$ cat config.mk
export PLATFORM = sky130hd
export DESIGN_NAME = ata_write_dev_flat
export DESIGN_NICKNAME = d
export VERILOG_FILES = /design/src/rtl/ata_pkg.sv /design/src/rtl/ata_link_if.sv /design/src/rtl/ata_write_dev.sv /design/src/flat_wrapper.sv
export VERILOG_INCLUDE_DIRS = /design/src /design/src/rtl
export SDC_FILE = /design/constraint.sdc
export NUM_CORES = 1
export LEC_CHECK = 0
export BUFFER_PORTS_ARGS = -buffer_cell sky130_fd_sc_hd__buf_2
export CORE_UTILIZATION = 45
export CTS_BUF_LIST = sky130_fd_sc_hd__clkbuf_4 sky130_fd_sc_hd__clkbuf_8
export DETAILED_ROUTE_END_ITERATION = 12
export MAX_ROUTING_LAYER = met4
export SETUP_SLACK_MARGIN = 0.4
export SLEW_MARGIN = 20
export SYNTH_ARGS = -nofsm -noshare
export SYNTH_HDL_FRONTEND = slang
export SYNTH_SLANG_ARGS = --single-unit
export TNS_END_PERCENT = 10
$ cat constraint.sdc
create_clock -name mclk -period 2.57 [get_ports mclk]
set_input_delay 0.3855 -clock mclk [delete_from_list [all_inputs] [get_ports mclk]]
set_output_delay 0.3855 -clock mclk [all_outputs]
set_load 0.01 [all_outputs]
$ cat src/rtl/ata_consts.svh
// Task-file addresses, bit positions, codes and limits
`ifndef ATA_CONSTS_SVH
`define ATA_CONSTS_SVH
`define TF_FEAT 3'h1
`define TF_COUNT 3'h2
`define TF_SECNUM 3'h3
`define TF_CYLLO 3'h4
`define TF_CYLHI 3'h5
`define TF_DRVHD 3'h6
`define TF_CMD 3'h7
`define ST_BSY 7
`define ST_DRDY 6
`define ST_DRQ 3
`define ST_ERR 0
`define ER_ABRT 8'h04
`define ER_WFAIL 8'h40
`define CMD_WR_SECT 8'h30
`define CMD_WR_SECT_NE 8'h38
`define CMD_WR_MULT 8'hC5
`define CMD_WR_MULT_NE 8'hCD
`define CMD_SET_MULT 8'hC6
`define CMD_SMART 8'hB0
`define FT_RD_DATA 8'hD0
`define FT_RD_THR 8'hD1
`define FT_AUTOSAVE 8'hD2
`define FT_SAVE 8'hD3
`define FT_OFFLINE 8'hD4
`define FT_ENABLE 8'hD8
`define FT_DISABLE 8'hD9
`define FT_STATUS 8'hDA
`define SIG_LO 8'h4F
`define SIG_HI 8'hC2
`define SIG_BAD_LO 8'hF4
`define SIG_BAD_HI 8'h2C
`define DH_WRITE 8'hA0
`define DH_SMART 8'hE0
`define DH_LBA 6
`define DH_DEV 4
`define MAX_BLOCK 8'h01
`define SECTOR_WORDS 256
`define HR_CTRL 4'h0
`define HR_CMD 4'h1
`define HR_FEAT 4'h2
`define HR_COUNT 4'h3
`define HR_LBA0 4'h4
`define HR_LBA1 4'h5
`define HR_LBA2 4'h6
`define HR_DRVHD 4'h7
`define HR_STAT 4'h8
`define HR_DSTAT 4'h9
`define HR_DERR 4'hA
`endif

$ cat src/rtl/ata_pkg.sv
// Types shared by both ends of the task-file link
package ata_pkg;
	typedef logic [7:0] byte_t;
	typedef enum logic [3:0] {
		DV_IDLE = 4'b0001,
		DV_ACCEPT = 4'b0010,
		DV_XFER = 4'b0100,
		DV_PROG = 4'b1000
	} dev_state_t;
	typedef enum logic [4:0] {
		HS_IDLE = 5'b00001,
		HS_LOAD = 5'b00010,
		HS_POLL = 5'b00100,
		HS_DATA = 5'b01000,
		HS_ERRRD = 5'b10000
	} host_state_t;
endpackage

$ cat src/rtl/ata_link_if.sv
// Task-file link between host controller and drive
`timescale 1ns/1ns
interface ata_link_if;
	logic [2:0] tf_addr;
	logic [7:0] tf_wdata;
	logic tf_wr;
	logic tf_rd;
	logic [7:0] tf_rdata;
	logic [15:0] dat_wdata;
	logic dat_wr;
	logic intrq;
	modport dev (input tf_addr, tf_wdata, tf_wr, tf_rd, dat_wdata, dat_wr,
		output tf_rdata, intrq);
	modport host (output tf_addr, tf_wdata, tf_wr, tf_rd, dat_wdata, dat_wr,
		input tf_rdata, intrq);
endinterface

$ cat src/rtl/ata_write_dev.sv
// Drive end: write-sector, block-write and SMART command decoder
`timescale 1ns/1ns
`include "ata_consts.svh"
module ata_write_dev import ata_pkg::*; #(
	parameter int SECTOR_WORDS = `SECTOR_WORDS
) (
	// Clock and reset
	input wire logic mclk,
	input wire logic rst_b,
	// Host link
	ata_link_if.dev link,
	// Sector data and flash programming
	output logic buf_wr,
	output logic [15:0] buf_data,
	output logic prog_req,
	output logic [27:0] prog_lba,
	output logic prog_erase,
	input wire logic prog_done,
	input wire logic prog_fail,
	input wire logic sector_erased,
	// SMART state and operations
	input wire logic smart_nv_in,
	input wire logic threshold_exceeded,
	output logic smart_en,
	output logic smart_save,
	output logic smart_op,
	output byte_t smart_feat
);
	localparam int WW = $clog2(SECTOR_WORDS);
	if (SECTOR_WORDS < 2 || SECTOR_WORDS > 65536)
		$error("SECTOR_WORDS out of range");

	function automatic logic [27:0] lba_of(byte_t dh, byte_t ch, byte_t cl,
		byte_t sn);
		lba_of = {dh[3:0], ch, cl, sn};
	endfunction

	dev_state_t state_reg;
	byte_t feat_reg, count_reg, secnum_reg, cyllo_reg, cylhi_reg, dh_reg;
	byte_t err_reg, mult_reg, rdata_reg;
	logic bsy_reg, drq_reg, st_err_reg, intrq_reg, nowipe_reg, loaded_reg;
	logic [8:0] remain_reg;
	logic [WW-1:0] word_reg;
	logic cmd_wr, regs_wr, is_write, is_mult, abort_c, quick_c, smart_ok;
	logic last_word, prog_ok, prog_bad, more_c, irq_set, smart_c;

	assign link.tf_rdata = rdata_reg;
	assign link.intrq = intrq_reg;

	// Command decode
	always_comb begin
		cmd_wr = link.tf_wr && link.tf_addr == `TF_CMD && state_reg == DV_IDLE;
		regs_wr = link.tf_wr && link.tf_addr != `TF_CMD &&
			state_reg == DV_IDLE;
		is_mult = link.tf_wdata == `CMD_WR_MULT ||
			link.tf_wdata == `CMD_WR_MULT_NE;
		is_write = is_mult || link.tf_wdata == `CMD_WR_SECT ||
			link.tf_wdata == `CMD_WR_SECT_NE;
		smart_c = link.tf_wdata == `CMD_SMART;
		smart_ok = cylhi_reg == `SIG_HI && cyllo_reg == `SIG_LO &&
			(smart_en || feat_reg == `FT_ENABLE);
		case (feat_reg)
			`FT_RD_DATA, `FT_RD_THR, `FT_AUTOSAVE, `FT_SAVE, `FT_OFFLINE,
			`FT_ENABLE, `FT_DISABLE, `FT_STATUS: ;
			default: smart_ok = 1'b0;
		endcase
		abort_c = 1'b0;
		quick_c = 1'b0;
		if (is_write)
			abort_c = is_mult && mult_reg == 8'h00;
		else if (link.tf_wdata == `CMD_SET_MULT) begin
			abort_c = count_reg > `MAX_BLOCK;
			quick_c = !abort_c;
		end else if (smart_c) begin
			abort_c = !smart_ok;
			quick_c = smart_ok;
		end else
			abort_c = 1'b1;
		abort_c = cmd_wr && abort_c;
		quick_c = cmd_wr && quick_c;
		last_word = state_reg == DV_XFER && link.dat_wr &&
			word_reg == WW'(SECTOR_WORDS - 1);
		prog_ok = state_reg == DV_PROG && prog_done && !prog_fail;
		prog_bad = state_reg == DV_PROG && prog_done && prog_fail;
		more_c = remain_reg != 9'h001;
		irq_set = abort_c || quick_c || prog_done && state_reg == DV_PROG;
	end

	// Protocol state, status bits and error register
	always_ff @(posedge mclk or negedge rst_b) begin
		if (!rst_b) begin
			state_reg <= DV_IDLE;
			bsy_reg <= 1'b0;
			drq_reg <= 1'b0;
			st_err_reg <= 1'b0;
			err_reg <= 8'h00;
			remain_reg <= 9'h000;
			nowipe_reg <= 1'b0;
		end else begin
			case (state_reg)
				DV_IDLE: begin
					if (abort_c) begin
						st_err_reg <= 1'b1;
						err_reg <= `ER_ABRT;
					end else if (cmd_wr) begin
						st_err_reg <= 1'b0;
						err_reg <= 8'h00;
						if (is_write) begin
							state_reg <= DV_ACCEPT;
							bsy_reg <= 1'b1;
							remain_reg <= (count_reg == 8'h00) ? 9'h100 :
								{1'b0, count_reg};
							nowipe_reg <= link.tf_wdata == `CMD_WR_SECT_NE ||
								link.tf_wdata == `CMD_WR_MULT_NE;
						end
					end
				end
				DV_ACCEPT: begin
					state_reg <= DV_XFER;
					bsy_reg <= 1'b0;
					drq_reg <= 1'b1;
				end
				DV_XFER: begin
					if (last_word) begin
						state_reg <= DV_PROG;
						bsy_reg <= 1'b1;
						drq_reg <= 1'b0;
					end
				end
				DV_PROG: begin
					if (prog_bad) begin
						state_reg <= DV_IDLE;
						bsy_reg <= 1'b0;
						st_err_reg <= 1'b1;
						err_reg <= `ER_WFAIL;
					end else if (prog_ok && more_c) begin
						state_reg <= DV_XFER;
						bsy_reg <= 1'b0;
						drq_reg <= 1'b1;
						remain_reg <= remain_reg - 9'h001;
					end else if (prog_ok) begin
						state_reg <= DV_IDLE;
						bsy_reg <= 1'b0;
					end
				end
				default: begin
					state_reg <= DV_IDLE;
					bsy_reg <= 1'b0;
					drq_reg <= 1'b0;
				end
			endcase
		end
	end

	// Task-file registers
	always_ff @(posedge mclk or negedge rst_b) begin
		if (!rst_b) begin
			feat_reg <= 8'h00;
			count_reg <= 8'h00;
			secnum_reg <= 8'h00;
			cyllo_reg <= 8'h00;
			cylhi_reg <= 8'h00;
			dh_reg <= 8'h00;
		end else if (regs_wr) begin
			case (link.tf_addr)
				`TF_FEAT: feat_reg <= link.tf_wdata;
				`TF_COUNT: count_reg <= link.tf_wdata;
				`TF_SECNUM: secnum_reg <= link.tf_wdata;
				`TF_CYLLO: cyllo_reg <= link.tf_wdata;
				`TF_CYLHI: cylhi_reg <= link.tf_wdata;
				default: dh_reg <= link.tf_wdata;
			endcase
		end else if (quick_c && smart_c && feat_reg == `FT_STATUS) begin
			cyllo_reg <= threshold_exceeded ? `SIG_BAD_LO : `SIG_LO;
			cylhi_reg <= threshold_exceeded ? `SIG_BAD_HI : `SIG_HI;
		end else if (prog_ok && more_c) begin
			{dh_reg[3:0], cylhi_reg, cyllo_reg, secnum_reg} <=
				lba_of(dh_reg, cylhi_reg, cyllo_reg, secnum_reg) +
				28'h0000001;
			count_reg <= 8'(remain_reg - 9'h001);
		end else if (prog_done && state_reg == DV_PROG) begin
			count_reg <= prog_fail ? 8'(remain_reg) : 8'h00;
		end
	end

	// Block size from the set-multiple command
	always_ff @(posedge mclk or negedge rst_b) begin
		if (!rst_b)
			mult_reg <= 8'h00;
		else if (quick_c && link.tf_wdata == `CMD_SET_MULT)
			mult_reg <= count_reg;
	end

	// Sector words to the buffer, then one program request
	always_ff @(posedge mclk or negedge rst_b) begin
		if (!rst_b) begin
			word_reg <= '0;
			buf_wr <= 1'b0;
			buf_data <= 16'h0000;
			prog_req <= 1'b0;
			prog_lba <= 28'h0000000;
			prog_erase <= 1'b0;
		end else begin
			buf_wr <= 1'b0;
			prog_req <= last_word;
			if (state_reg == DV_XFER && link.dat_wr) begin
				buf_wr <= 1'b1;
				buf_data <= link.dat_wdata;
				word_reg <= last_word ? '0 : word_reg + 1'b1;
			end
			if (last_word) begin
				prog_lba <= lba_of(dh_reg, cylhi_reg, cyllo_reg,
					secnum_reg);
				prog_erase <= !(nowipe_reg && sector_erased);
			end
		end
	end

	// SMART enable, restored from nonvolatile copy after reset
	always_ff @(posedge mclk or negedge rst_b) begin
		if (!rst_b) begin
			loaded_reg <= 1'b0;
			smart_en <= 1'b0;
			smart_save <= 1'b0;
			smart_op <= 1'b0;
			smart_feat <= 8'h00;
		end else begin
			loaded_reg <= 1'b1;
			smart_save <= 1'b0;
			smart_op <= 1'b0;
			if (!loaded_reg)
				smart_en <= smart_nv_in;
			else if (quick_c && smart_c) begin
				smart_op <= 1'b1;
				smart_feat <= feat_reg;
				if (feat_reg == `FT_ENABLE || feat_reg == `FT_DISABLE) begin
					smart_en <= feat_reg == `FT_ENABLE;
					smart_save <= 1'b1;
				end
			end
		end
	end

	// Interrupt: set wins over clear by status read or command
	always_ff @(posedge mclk or negedge rst_b) begin
		if (!rst_b)
			intrq_reg <= 1'b0;
		else if (irq_set)
			intrq_reg <= 1'b1;
		else if ((link.tf_rd || link.tf_wr) && link.tf_addr == `TF_CMD)
			intrq_reg <= 1'b0;
	end

	// Register read, data in the following cycle
	always_ff @(posedge mclk or negedge rst_b) begin
		if (!rst_b)
			rdata_reg <= 8'h00;
		else if (link.tf_rd) begin
			case (link.tf_addr)
				`TF_FEAT: rdata_reg <= err_reg;
				`TF_COUNT: rdata_reg <= count_reg;
				`TF_SECNUM: rdata_reg <= secnum_reg;
				`TF_CYLLO: rdata_reg <= cyllo_reg;
				`TF_CYLHI: rdata_reg <= cylhi_reg;
				`TF_DRVHD: rdata_reg <= dh_reg;
				`TF_CMD: rdata_reg <= {bsy_reg, !bsy_reg, 2'b00, drq_reg,
					2'b00, st_err_reg};
				default: rdata_reg <= 8'h00;
			endcase
		end
	end
endmodule

$ cat src/flat_wrapper.sv
// flat-port wrapper written by rule: the top's interface ports become plain ports
module ata_write_dev_flat import ata_pkg::*;
#(
	parameter int SECTOR_WORDS = `SECTOR_WORDS
)
  (mclk, rst_b, buf_wr, buf_data, prog_req, prog_lba, prog_erase, prog_done, prog_fail, sector_erased, smart_nv_in, threshold_exceeded, smart_en, smart_save, smart_op, smart_feat, link_tf_addr, link_tf_wdata, link_tf_wr, link_tf_rd, link_dat_wdata, link_dat_wr, link_tf_rdata, link_intrq);
  ata_link_if link_i ();
  input wire logic mclk;
  input wire logic rst_b;
  output logic buf_wr;
  output logic [15:0] buf_data;
  output logic prog_req;
  output logic [27:0] prog_lba;
  output logic prog_erase;
  input wire logic prog_done;
  input wire logic prog_fail;
  input wire logic sector_erased;
  input wire logic smart_nv_in;
  input wire logic threshold_exceeded;
  output logic smart_en;
  output logic smart_save;
  output logic smart_op;
  output byte_t smart_feat;
  input wire logic [$bits(link_i.tf_addr)-1:0] link_tf_addr;
  input wire logic [$bits(link_i.tf_wdata)-1:0] link_tf_wdata;
  input wire logic [$bits(link_i.tf_wr)-1:0] link_tf_wr;
  input wire logic [$bits(link_i.tf_rd)-1:0] link_tf_rd;
  input wire logic [$bits(link_i.dat_wdata)-1:0] link_dat_wdata;
  input wire logic [$bits(link_i.dat_wr)-1:0] link_dat_wr;
  output wire logic [$bits(link_i.tf_rdata)-1:0] link_tf_rdata;
  output wire logic [$bits(link_i.intrq)-1:0] link_intrq;
  assign link_i.tf_addr = link_tf_addr;
  assign link_i.tf_wdata = link_tf_wdata;
  assign link_i.tf_wr = link_tf_wr;
  assign link_i.tf_rd = link_tf_rd;
  assign link_i.dat_wdata = link_dat_wdata;
  assign link_i.dat_wr = link_dat_wr;
  assign link_tf_rdata = link_i.tf_rdata;
  assign link_intrq = link_i.intrq;
  ata_write_dev #(.SECTOR_WORDS(SECTOR_WORDS)) u_core (.mclk(mclk), .rst_b(rst_b), .link(link_i), .buf_wr(buf_wr), .buf_data(buf_data), .prog_req(prog_req), .prog_lba(prog_lba), .prog_erase(prog_erase), .prog_done(prog_done), .prog_fail(prog_fail), .sector_erased(sector_erased), .smart_nv_in(smart_nv_in), .threshold_exceeded(threshold_exceeded), .smart_en(smart_en), .smart_save(smart_save), .smart_op(smart_op), .smart_feat(smart_feat));
endmodule
==> key figures, run 1 <==
Synth
  – Mapped Cells: 840
  – EDFF count, synth: 0
  – Synthesized flop and latch total: 151
  – Netlist Area Pre-Place: 7890 um2
  – Synth top area share: 0.476
  – Dominant synthesized flop cell: dfrtp_1
  – Synth warn: 0
  – Ys async rst share: 1.00
  – Mapped Nets: 881
  – Post-synthesis sequential area ratio: 0.479
  – Post-synth top area cell: dfrtp_1
  – Main area contributors after synthesis: dfrtp_1, nand2_1, mux2_2
  – Distinct cells, synth: 88
  – Synth Area per Inst: 9.39 um2

Clocking
  – CTS sink cnt: 151
  – Clk_lat worst skew: 480 ps
  – TritonCTS clock tree: done
  – Clock Pin Slew Worst Setup and Hold Paths: 80 ps
  – CTS H-tree depth: 4
  – CTS Root Cell: clkbuf_8
  – Cts bufs inserted: 17
  – Deepest clock path buffer count: 2

Place
  – Gpl congestion: 0.973
  – Post-detail-place hpwl: 17000 um
  – Placement Cell Area: 8990 um2
  – Placed Cells: 1193
  – IO Port Bufs: 103

Worst setup path
  – R2R Path End: u_core.remain_reg[7]
  – Crit path launch type: register
  – Worst R2R Setup Slack: 290 ps
  – Kind of critical path: reg2reg
  – Path depth of the worst reg2reg path: 7
  – WP data arrival: 2640 ps
  – Element type at the critical path end: register
  – Req. time, crit path: 2920 ps
  – R2r startpoint: u_core.state_reg[2]
  – Crit-path max FO: 9

Global route
  – Global-route wire length before repair: 36500 um
  – Grt ovf: 0
  – Vias in the first global route: 6710
  – Largest net degree at the start of global routing: 71
  – Antenna violations before repair: 1
  – Gr usage total: 0.275

Final layout
  – Nets@finish: 1045
  – Non-filler cells, final: 1242
  – Footprint of the multi-input gates: 3870 um2
  – Layout cells sized above 1: 0.294
  – FILL cells: 1618
  – Most frequent cells in the layout: nand2_1, dfrtp_1, buf_2
  – Layout area overhead: 22.7%
  – Finished Core Util: 0.561
  – Register area: 3780 um2
  – Max FFs per register: 28
  – Commonest non-fill, non-tap cell in the layout: nand2_1
  – Post-route design area: 9680 um2

Timing
  – Final setup viols: 0
  – Minimum clock period: 2280 ps
  – Max Fclk: 438 MHz
  – Worst slew margin: 0.554
  – Max Transition Viols Final: 0
  – Layout Skew: 23.6 ps
  – Hold Vio Cnt, Final: 0
  – Setup_tns: 0 ps
  – Setup repair after global routing missed its margin: yes
  – Tightest Pin Transition: 670 ps
  – Crit share post-route: 0.889

Power and ir drop
  – P per Cell Area: 600 nW/um2
  – Peak VDD IR: 343 uV
  – Cell leakage power: 4.79 nW

Floorplan
  – Initial core utilization: 0.458
  – Die width: 134 um
  – CORE AREA: 17200 um2
  – I/O Pins: 104
  – Die Height: 134 um
  – # rows: 48
  – Die area: 18100 um2

Routing
  – Drt first pass iters: 5
  – WL/cell: 18.8 um
  – Via count: 7201
  – DRT Wirelength: 23300 um
  – Initial drt markers: 809
  – DRC: 0
  – Antenna Nets Post-Route: 0
  – Drt via density: 5.80

Flow run
  – Max Cap Violations: 0

Outcome
  – Status: completed

Hold path
  – HP Class: in2reg
  – HP Start: sector_erased
  – Hold depth: 2
  – Hold worst-path end: u_core.prog_erase
-- kinds of logic after synthesis --
logic type,share of synthesized area
AO/OA/AOI/OAI,0.166
XOR/XNOR,0.0122
adder cells (fa/ha/maj),0.00634
buffers and inverters,0.0460
flip-flops,0.479
multiplexers,0.0526
other,0.000475
AND/OR/NAND/NOR,0.237
-- worst max-delay path: stages (launching register included) --
cell and delay (ps):
dfrtp_1 430, buf_4 190, nor4b_4 370, nand3b_4 170, nor2_4 290, a21o_4 180
and2_4 220, mux2_4 310
-- per-layer routing --
metal	routed length (um)	track usage	vias to the layer above
met4	767	0.113	0
met5	0	-	-
met2	10500	0.401	324
li1	-	-	3361
met3	1850	0.0711	52
met1	10200	0.363	3464
-- final cells by class --
class                      instances  share of cell area
timing repair buffer             193               0.129
antenna                            1            0.000259
inverter                          21             0.00853
clock inverter                    13              0.0173
multi-input combinational        620               0.400
clock buffer                      18              0.0250
tap                              225              0.0291
sequential                       151               0.391
-- power breakdown --
group | internal, mW | total [mW] | switching (mW)
clock network | 0.979 | 1.94 | 0.959
registers | 2.59 | 2.84 | 0.257
logic | 0.453 | 1.03 | 0.573
-- per-stage QoR --
step	power, mW	hold slack, ps	setup slack (ps)
5_1_grt	6.05	77.1	208
3_5_place_dp	3.85	442	189
4_1_cts	5.79	69.7	308
6_report	5.81	92.0	285
3_3_place_gp	3.85	445	140
2_1_floorplan	3.36	89.9	297
-- Yosys cell counts (5+ instances only) --
library cell  instances
nand2_1             193
dfrtp_1             150
o21ai_0              53
nand3_1              38
nor2_1               38
a21oi_1              28
mux2_2               26
clkbuf_1             23
inv_1                20
a31oi_1              17
a22o_1               15
nand4_1              14
and3_1               12
o31ai_1              11
nor2b_1              10
o22ai_1               9
buf_2                 8
mux2i_1               7
nor3_1                7
nor4_1                7
xor2_1                7
a221oi_1              6
and4_1                6
nand2b_1              6
buf_1                 5
buf_6                 5
-- how the worst max path moves through the flow --
stage / from / to / slack, ps / cells after the start
after global routing: u_core.cyllo_reg[4] / u_core.smart_en / 210 / 8
after detailed placement: link_tf_wdata[3] / u_core.cyllo_reg[0] / 190 / 7
after CTS: u_core.secnum_reg[1] / u_core.cylhi_reg[4] / 310 / 7
final: u_core.state_reg[2] / u_core.remain_reg[7] / 290 / 7
after floorplan: u_core.state_reg[2] / u_core.dh_reg[3] / 300 / 8
after global placement: u_core.cyllo_reg[4] / u_core.cylhi_reg[0] / 140 / 8
-- what timing repair did --
action,4_1_cts,5_1_grt
endpoints found under the hold margin,64,0
pin swaps,1,9
endpoints found under the setup margin,70,104
hold buffers,1,0
gates resized for setup,9,19
setup buffers,2,13
cloned,0,1
(Power assumes the default switching activity.)
==> inputs of run 2 (changes only) <==
--- a/config.mk
+++ b/config.mk
@@ -7,12 +7,14 @@
 export NUM_CORES = 1
 export LEC_CHECK = 0
 export BUFFER_PORTS_ARGS = -buffer_cell sky130_fd_sc_hd__buf_2
-export CORE_UTILIZATION = 45
+export CELL_PAD_IN_SITES_DETAIL_PLACEMENT = 0
+export CELL_PAD_IN_SITES_GLOBAL_PLACEMENT = 2
+export CORE_UTILIZATION = 37
 export CTS_BUF_LIST = sky130_fd_sc_hd__clkbuf_4 sky130_fd_sc_hd__clkbuf_8
 export DETAILED_ROUTE_END_ITERATION = 12
 export MAX_ROUTING_LAYER = met4
+export PLACE_DENSITY_LB_ADDON = 0.1
 export SETUP_SLACK_MARGIN = 0.4
-export SLEW_MARGIN = 20
 export SYNTH_ARGS = -nofsm -noshare
 export SYNTH_HDL_FRONTEND = slang
 export SYNTH_SLANG_ARGS = --single-unit
==> run 2 against run 1 <==
Against the previous run: clock-buffer cell count grew 3; sequential power is essentially flat; power shrank 1.9%; core utilization shrank 8.3 points; non-clock buffer count grew 27; setup slack lost 35 ps; via count grew 2.0%; wire length grew 13%; largest cell class unchanged.
==> key figures, run 2 (same netlist as run 1, synthesis figures left out) <==
Outcome
  – Status: completed

Global route
  – Antenna violations before repair: 0 (-1)
  – Grt ovf: 0 (unchanged)
  – Gr usage total: 0.255 (-0.0200)
  – Global-route wire length before repair: 40900 um (+12%)
  – Largest net degree at the start of global routing: 55 (-23%)
  – Vias in the first global route: 7080 (+5.5%)

Worst setup path
  – Kind of critical path: reg2reg
  – WP data arrival: 2670 ps (+30 ps)
  – Crit path launch type: register
  – R2r startpoint: u_core.remain_reg[5]
  – Worst setup path start: u_core.remain_reg[5]
  – Crit-path max FO: 5 (-4)
  – Req. time, crit path: 2920 ps (about the same)
  – Element type at the critical path end: register

Timing
  – Max Fclk: 431 MHz (-1.5%)
  – Crit share post-route: 0.903 (+0.0138)
  – Worst slew margin: 0.424 (-0.130)
  – Hold Vio Cnt, Final: 0 (unchanged)
  – Hold WS: 97.8 ps (+5.83 ps)
  – Final setup viols: 0 (unchanged)
  – Layout Skew: 13.6 ps (-10.0 ps)
  – Tightest Pin Transition: 857 ps (+187 ps)
  – Setup repair after global routing missed its margin: yes
  – Max Transition Viols Final: 0 (unchanged)
  – Minimum clock period: 2320 ps (+35.4 ps)
  – Setup_tns: 0 ps (unchanged)

Final layout
  – Register area: 3780 um2 (about the same)
  – Layout cells sized above 1: 0.326 (+0.0320)
  – FILL cells: 2033 (+26%)
  – Max FFs per register: 28 (unchanged)
  – Most frequent cells in the layout: nand2_1, dfrtp_1, buf_2, buf_4, o21ai_0
  – Nets@finish: 1073 (+2.7%)
  – Footprint of the multi-input gates: 3950 um2 (+2.0%)
  – Ant. Diodes: 0 (-1)
  – Commonest non-fill, non-tap cell in the layout: nand2_1
  – Layout area overhead: 27.2%

Routing
  – Via count: 7348 (+2.0%)
  – Drt first pass iters: 8 (+3)
  – DRC: 0 (unchanged)
  – Drt via density: 5.57 (-4.0%)
  – DRT Wirelength: 26200 um (+13%)
  – Antenna Nets Post-Route: 0 (unchanged)
  – WL/cell: 19.9 um (+6.0%)
  – Initial drt markers: 675 (-17%)

Clocking
  – Clk_lat worst skew: 470 ps (about the same)
  – Deepest clock path buffer count: 2 (unchanged)
  – Clock Pin Slew Worst Setup and Hold Paths: 90 ps (about the same)
  – CTS Root Cell: clkbuf_8
  – Cts bufs inserted: 17 (unchanged)
  – CTS sink cnt: 151 (unchanged)
  – CTS H-tree depth: 4 (unchanged)
  – TritonCTS clock tree: done

Hold path
  – HP Start: link_dat_wdata[11]
  – HP Class: in2reg

Power and ir drop
  – Cell leakage power: 4.94 nW (+3.2%)
  – P per Cell Area: 567 nW/um2 (-5.4%)
  – Peak VDD IR: 298 uV (-13%)

Floorplan
  – Die width: 148 um (+10%)
  – # rows: 53 (+10%)
  – CORE AREA: 21000 um2 (+22%)
  – I/O Pins: 104 (unchanged)
  – Die Height: 148 um (+10%)
  – Initial core utilization: 0.377 (-0.0812)
  – Die area: 21900 um2 (+21%)

Place
  – Gpl congestion: 0.905 (-7.0%)
  – IO Port Bufs: 103 (unchanged)
  – Post-detail-place hpwl: 19500 um (+15%)

Flow run
  – Max Cap Violations: 0 (unchanged)
[run 2: cell count changes in the layout (fill, tap and decap cells not counted), moves of 3 or more]
cell,delta
buf_12,+4
nand3_1,-3
o21ai_0,-3
o21ai_2,+3
inv_6,-5
nor2_1,-3
buf_4,+21
dfrtp_1,-3
nand3_2,+3
dfrtp_2,+3
[run 2: repair_timing]
action                                  in CTS  in global routing
endpoints found under the setup margin      77                107
hold endpoints to repair                    51                  0
pin swaps                                   11                 20
setup buffers                                7                 18
cloned                                       0                  2
hold buffers                                 1                  0
resized for setup                           27                 27
[run 2: path summary, 6_finish.rpt]
path / end / slack (ps) / cells after the start
max: u_core.remain_reg[7] / 250 / 8
min: u_core.buf_data[11] / 100 / 3
max reg2reg: u_core.remain_reg[7] / 250 / 8
min reg2reg: u_core.prog_lba[3] / 460 / 2
max in group asynchronous: u_core.word_reg[5] / 1340 / 3
min in group asynchronous: u_core.prog_lba[7] / 460 / 2
[run 2: layer usage]
layer | vias up | share of wire | global-route usage
li1 | 3400 | - | -
met1 | 3597 | 0.44 | 0.324
met2 | 307 | 0.47 | 0.399
met3 | 44 | 0.063 | 0.0580
met4 | 0 | 0.025 | 0.0866
met5 | - | 0 | -
[run 2: worst max-delay path, cell delays in order (launching register included)]
cell	delay, ps
dfrtp_1	390
or4_4	530
and4bb_2	360
buf_6	130
buf_12	90
nor2_4	50
a21o_4	190
and2_4	160
mux2_4	300
[run 2: final cells by class]
| type | count | area share |
|---|---|---|
| sequential | 151 | 0.377 |
| inverter | 21 | 0.00785 |
| tap | 275 | 0.0343 |
| clock buffer | 21 | 0.0269 |
| multi-input combinational | 621 | 0.393 |
| timing repair buffer | 220 | 0.150 |
| clock inverter | 11 | 0.0101 |
[run 2: where the power goes]
| group | leakage (nW) | internal [mW] | switching [mW] |
|---|---|---|---|
| Combinational | 2.80 | 0.478 | 0.581 |
| Clock | 0.182 | 0.822 | 0.950 |
| Sequential | 1.96 | 2.59 | 0.276 |
| Total | 4.94 | 3.89 | 1.81 |
[run 2: through the flow]
stage          std cells  setup WS (ps)   util  area (um2)  power [mW]
2_1_floorplan        840            297      -        7900        3.36
3_3_place_gp        1260          -2.95  0.439        9190        3.89
3_5_place_dp        1260          -23.8  0.439        9190        3.91
4_1_cts             1300            254  0.465        9750        5.70
5_1_grt             1320            196  0.479       10000        5.97
6_report            1320            250  0.479       10000        5.69
==> inputs of run 3 (changes only) <==
--- a/config.mk
+++ b/config.mk
@@ -6,14 +6,15 @@
 export SDC_FILE = /design/constraint.sdc
 export NUM_CORES = 1
 export LEC_CHECK = 0
+export ABC_AREA = 1
 export BUFFER_PORTS_ARGS = -buffer_cell sky130_fd_sc_hd__buf_2
 export CELL_PAD_IN_SITES_DETAIL_PLACEMENT = 0
 export CELL_PAD_IN_SITES_GLOBAL_PLACEMENT = 2
-export CORE_UTILIZATION = 37
+export CORE_UTILIZATION = 35
 export CTS_BUF_LIST = sky130_fd_sc_hd__clkbuf_4 sky130_fd_sc_hd__clkbuf_8
 export DETAILED_ROUTE_END_ITERATION = 12
 export MAX_ROUTING_LAYER = met4
-export PLACE_DENSITY_LB_ADDON = 0.1
+export PLACE_DENSITY_LB_ADDON = 0.08
 export SETUP_SLACK_MARGIN = 0.4
 export SYNTH_ARGS = -nofsm -noshare
 export SYNTH_HDL_FRONTEND = slang
==> run 3 against run 2 <==
Against the previous run: cell area decreased by 5.7%; via count decreased by 1.1%; maximum frequency increased by 10%; wire length decreased by 0.88%; largest cell class is now registers.
==> key figures, run 3 <==
Global route
  – Grt ovf: 0 (unchanged)
  – Gr usage total: 0.244 (-0.0106)
  – Global-route wire length before repair: 40200 um (-1.7%)
  – Vias in the first global route: 6795 (-4.0%)
  – Largest net degree at the start of global routing: 64 (+16%)
  – Antenna violations before repair: 1 (+1)

Final layout
  – Nets@finish: 1198 (+12%)
  – Most frequent cells in the layout: nand2_1, dfrtp_1, nor2_1
  – Commonest non-fill, non-tap cell in the layout: nand2_1
  – Max FFs per register: 28 (unchanged)
  – Post-route design area: 9460 um2 (-5.7%)
  – Non-filler cells, final: 1451 (+9.9%)
  – Layout area overhead: 20.6%
  – Layout cells sized above 1: 0.217 (-0.109)

Routing
  – Drt via density: 5.01 (-10%)
  – Met3 routed WL: 1400 um (-16%)
  – Drt first pass iters: 5 (-3)
  – Uppermost layer routed: met4
  – Metal-1 WL: 12800 um (+12%)
  – DRC: 0 (unchanged)
  – WL met2: 11500 um (-7.4%)
  – Via count: 7270 (-1.1%)
  – DRT Wirelength: 26000 um (-0.88%)
  – WL/cell: 17.9 um (-9.8%)
  – Initial drt markers: 552 (-18%)
  – Antenna Nets Post-Route: 0 (unchanged)

Flow run
  – Max Cap Violations: 0 (unchanged)

Worst setup path
  – Req. time, crit path: 2920 ps (about the same)
  – Crit-path max FO: 6 (+1)
  – R2r startpoint: u_core.secnum_reg[7]
  – WP data arrival: 2460 ps (-210 ps)
  – Kind of critical path: reg2reg
  – Element type at the critical path end: register
  – Worst R2R Setup Slack: 460 ps (+210 ps)
  – Worst setup path start: u_core.secnum_reg[7]
  – Crit path launch type: register

Power and ir drop
  – Peak VDD IR: 372 uV (+25%)
  – Pwr Total: 7.28 mW (+28%)
  – P per Cell Area: 769 nW/um2 (+35%)
  – Cell leakage power: 4.89 nW (-1.0%)

Synth
  – XOR/XNOR share of the synthesized area: 0.0234 (+0.0112)
  – Mapped Nets: 1053 (+20%)
  – Mux share of post-synthesis cell area: 0 (-0.0526)
  – Post-synth top area cell: dfrtp_1
  – Dominant synthesized flop cell: dfrtp_1
  – Post-Synth Adder-Cell Area: 0.00638 (+0.0000334)
  – EDFF count, synth: 0 (unchanged)
  – Distinct cells, synth: 51 (-42%)
  – Mapped Cells: 1012 (+20%)
  – Most common cell in the synthesized netlist: nand2_1
  – Ys async rst share: 1.00 (unchanged)
  – Synth Area per Inst: 7.76 um2 (-17%)
  – Post-synthesis compound-gate area fraction: 0.129 (-0.0371)
  – Netlist Area Pre-Place: 7850 um2 (-0.52%)
  – Top post-synthesis cells by count: nand2_1, dfrtp_1, nor2_1
  – Synth top area share: 0.478 (+0.00250)
  – Main area contributors after synthesis: dfrtp_1, nand2_1, nor2_1
  – Post-synthesis sequential area ratio: 0.482 (+0.00252)
  – Synth Area in Simple Gates: 0.278 (+0.0408)
  – Main combinational cell family by area after synthesis: simple AND/OR/NAND/NOR gates
  – Synthesized flop and latch total: 151 (unchanged)
  – Synth warn: 0 (unchanged)

Floorplan
  – # rows: 54 (+1.9%)
  – CORE AREA: 21900 um2 (+4.5%)
  – Die width: 152 um (+2.5%)
  – Die area: 23000 um2 (+5.1%)
  – I/O Pins: 104 (unchanged)
  – Die Height: 152 um (+2.5%)
  – Initial core utilization: 0.359 (-0.0180)

Timing
  – Worst slew margin: 0.556 (+0.132)
  – Final setup viols: 0 (unchanged)
  – Layout Skew: 15.7 ps (+2.16 ps)
  – Tightest Pin Transition: 667 ps (-190 ps)
  – Crit share post-route: 0.819 (-0.0835)
  – Setup repair after global routing missed its margin: yes
  – Max Transition Viols Final: 0 (unchanged)
  – Setup_tns: 0 ps (unchanged)
  – Minimum clock period: 2110 ps (-215 ps)
  – Max Fclk: 475 MHz (+10%)
  – Hold Vio Cnt, Final: 0 (unchanged)

Clocking
  – TritonCTS clock tree: done
  – Deepest clock path buffer count: 2 (unchanged)
  – CTS sink cnt: 151 (unchanged)
  – Clock Pin Slew Worst Setup and Hold Paths: 100 ps (about the same)
  – CTS Root Cell: clkbuf_8
  – CTS H-tree depth: 4 (unchanged)
  – Cts bufs inserted: 17 (unchanged)
  – Clk_lat worst skew: 470 ps (about the same)

Place
  – Placement Cell Area: 8860 um2 (-3.6%)
  – Placed Cells: 1403 (+11%)
  – Gpl congestion: 0.897 (-0.83%)
  – Post-detail-place hpwl: 19500 um (-0.14%)
  – IO Port Bufs: 103 (unchanged)

Hold path
  – HP Class: in2reg
  – HP Start: sector_erased

Outcome
  – Status: completed
==> run 3: cell count changes after synthesis, moves of 13 or more <==
| cell | before | now |
|---|---|---|
| inv_1 | 20 | 106 |
| nor2_1 | 38 | 112 |
| nand2_1 | 193 | 260 |
| a21oi_1 | 28 | 55 |
| mux2_2 | 26 | 0 |
| o21ai_1 | 1 | 25 |
| inv_2 | 0 | 21 |
| a22o_1 | 15 | 0 |
| nor3_1 | 7 | 21 |
| nand3_1 | 38 | 51 |
| xor2_1 | 7 | 20 |
==> run 3: worst paths after layout <==
path                                   endpoint  cells past startpoint
min reg2reg                u_core.smart_feat[7]                      1
min                           u_core.prog_erase                      2
min in group asynchronous    u_core.mult_reg[5]                      2
max in group asynchronous    u_core.buf_data[0]                      3
max                            u_core.dh_reg[3]                      8
max reg2reg                    u_core.dh_reg[3]                      8
==> run 3: kinds of logic (layout without fill, tap and decap cells) <==
kind of cell	after synthesis	in the layout
simple gates	497	498
compound gates	180	180
buf+inv	158	315
flops	151	151
xor+xnor	21	21
fa+ha+maj	4	4
other cells	1	2
==> run 3: critical path, cell delays in order, from the launching register on <==
cell and delay [ps]:
dfrtp_1 480, inv_1 180, nor3_2 350, nand2_1 90, nor2_1 310, nand4_1 190
xor2_1 180, a21oi_1 130, a21oi_1 80
==> run 3: area by class of cell <==
type | count | area (um2)
fillers | 2359 | 12400
flip-flops and latches | 151 | 3790
multi-input cells | 704 | 3510
repair buffers | 152 | 917
inverters | 131 | 503
well taps | 280 | 350
clock buffers | 17 | 234
clock inverters | 15 | 156
diodes | 1 | 2.50
==> run 3: timing repair <==
| action | in CTS | in global routing |
|---|---|---|
| cloned | 0 | 1 |
| resized for setup | 2 | 28 |
| endpoints found under the setup margin | 16 | 79 |
| hold buffers | 1 | 0 |
| buffers inserted | 0 | 13 |
| pin swaps | 0 | 2 |
| hold endpoints to repair | 58 | 0 |
==> run 3: where the power goes <==
| part | switching (mW) | total, mW | internal, mW |
|---|---|---|---|
| Clock | 1.08 | 1.89 | 0.809 |
| Combinational | 1.39 | 2.14 | 0.750 |
| Sequential | 0.439 | 3.24 | 2.80 |
==> run 3: routing by layer <==
metal | track usage | vias to the layer above
li1 | - | 3584
met1 | 0.350 | 3462
met2 | 0.357 | 202
met3 | 0.0410 | 22
met4 | 0.0569 | 0
met5 | - | -
==> run 3: metrics by stage <==
stage | hold WS (ps) | worst slack (ps) | utilization
after floorplan | 89.9 | 732 | -
after detailed placement | 442 | 320 | 0.405
final | 82.6 | 464 | 0.432
after CTS | 63.8 | 408 | 0.423
after global placement | 434 | 317 | 0.405
after global routing | 53.3 | 328 | 0.432
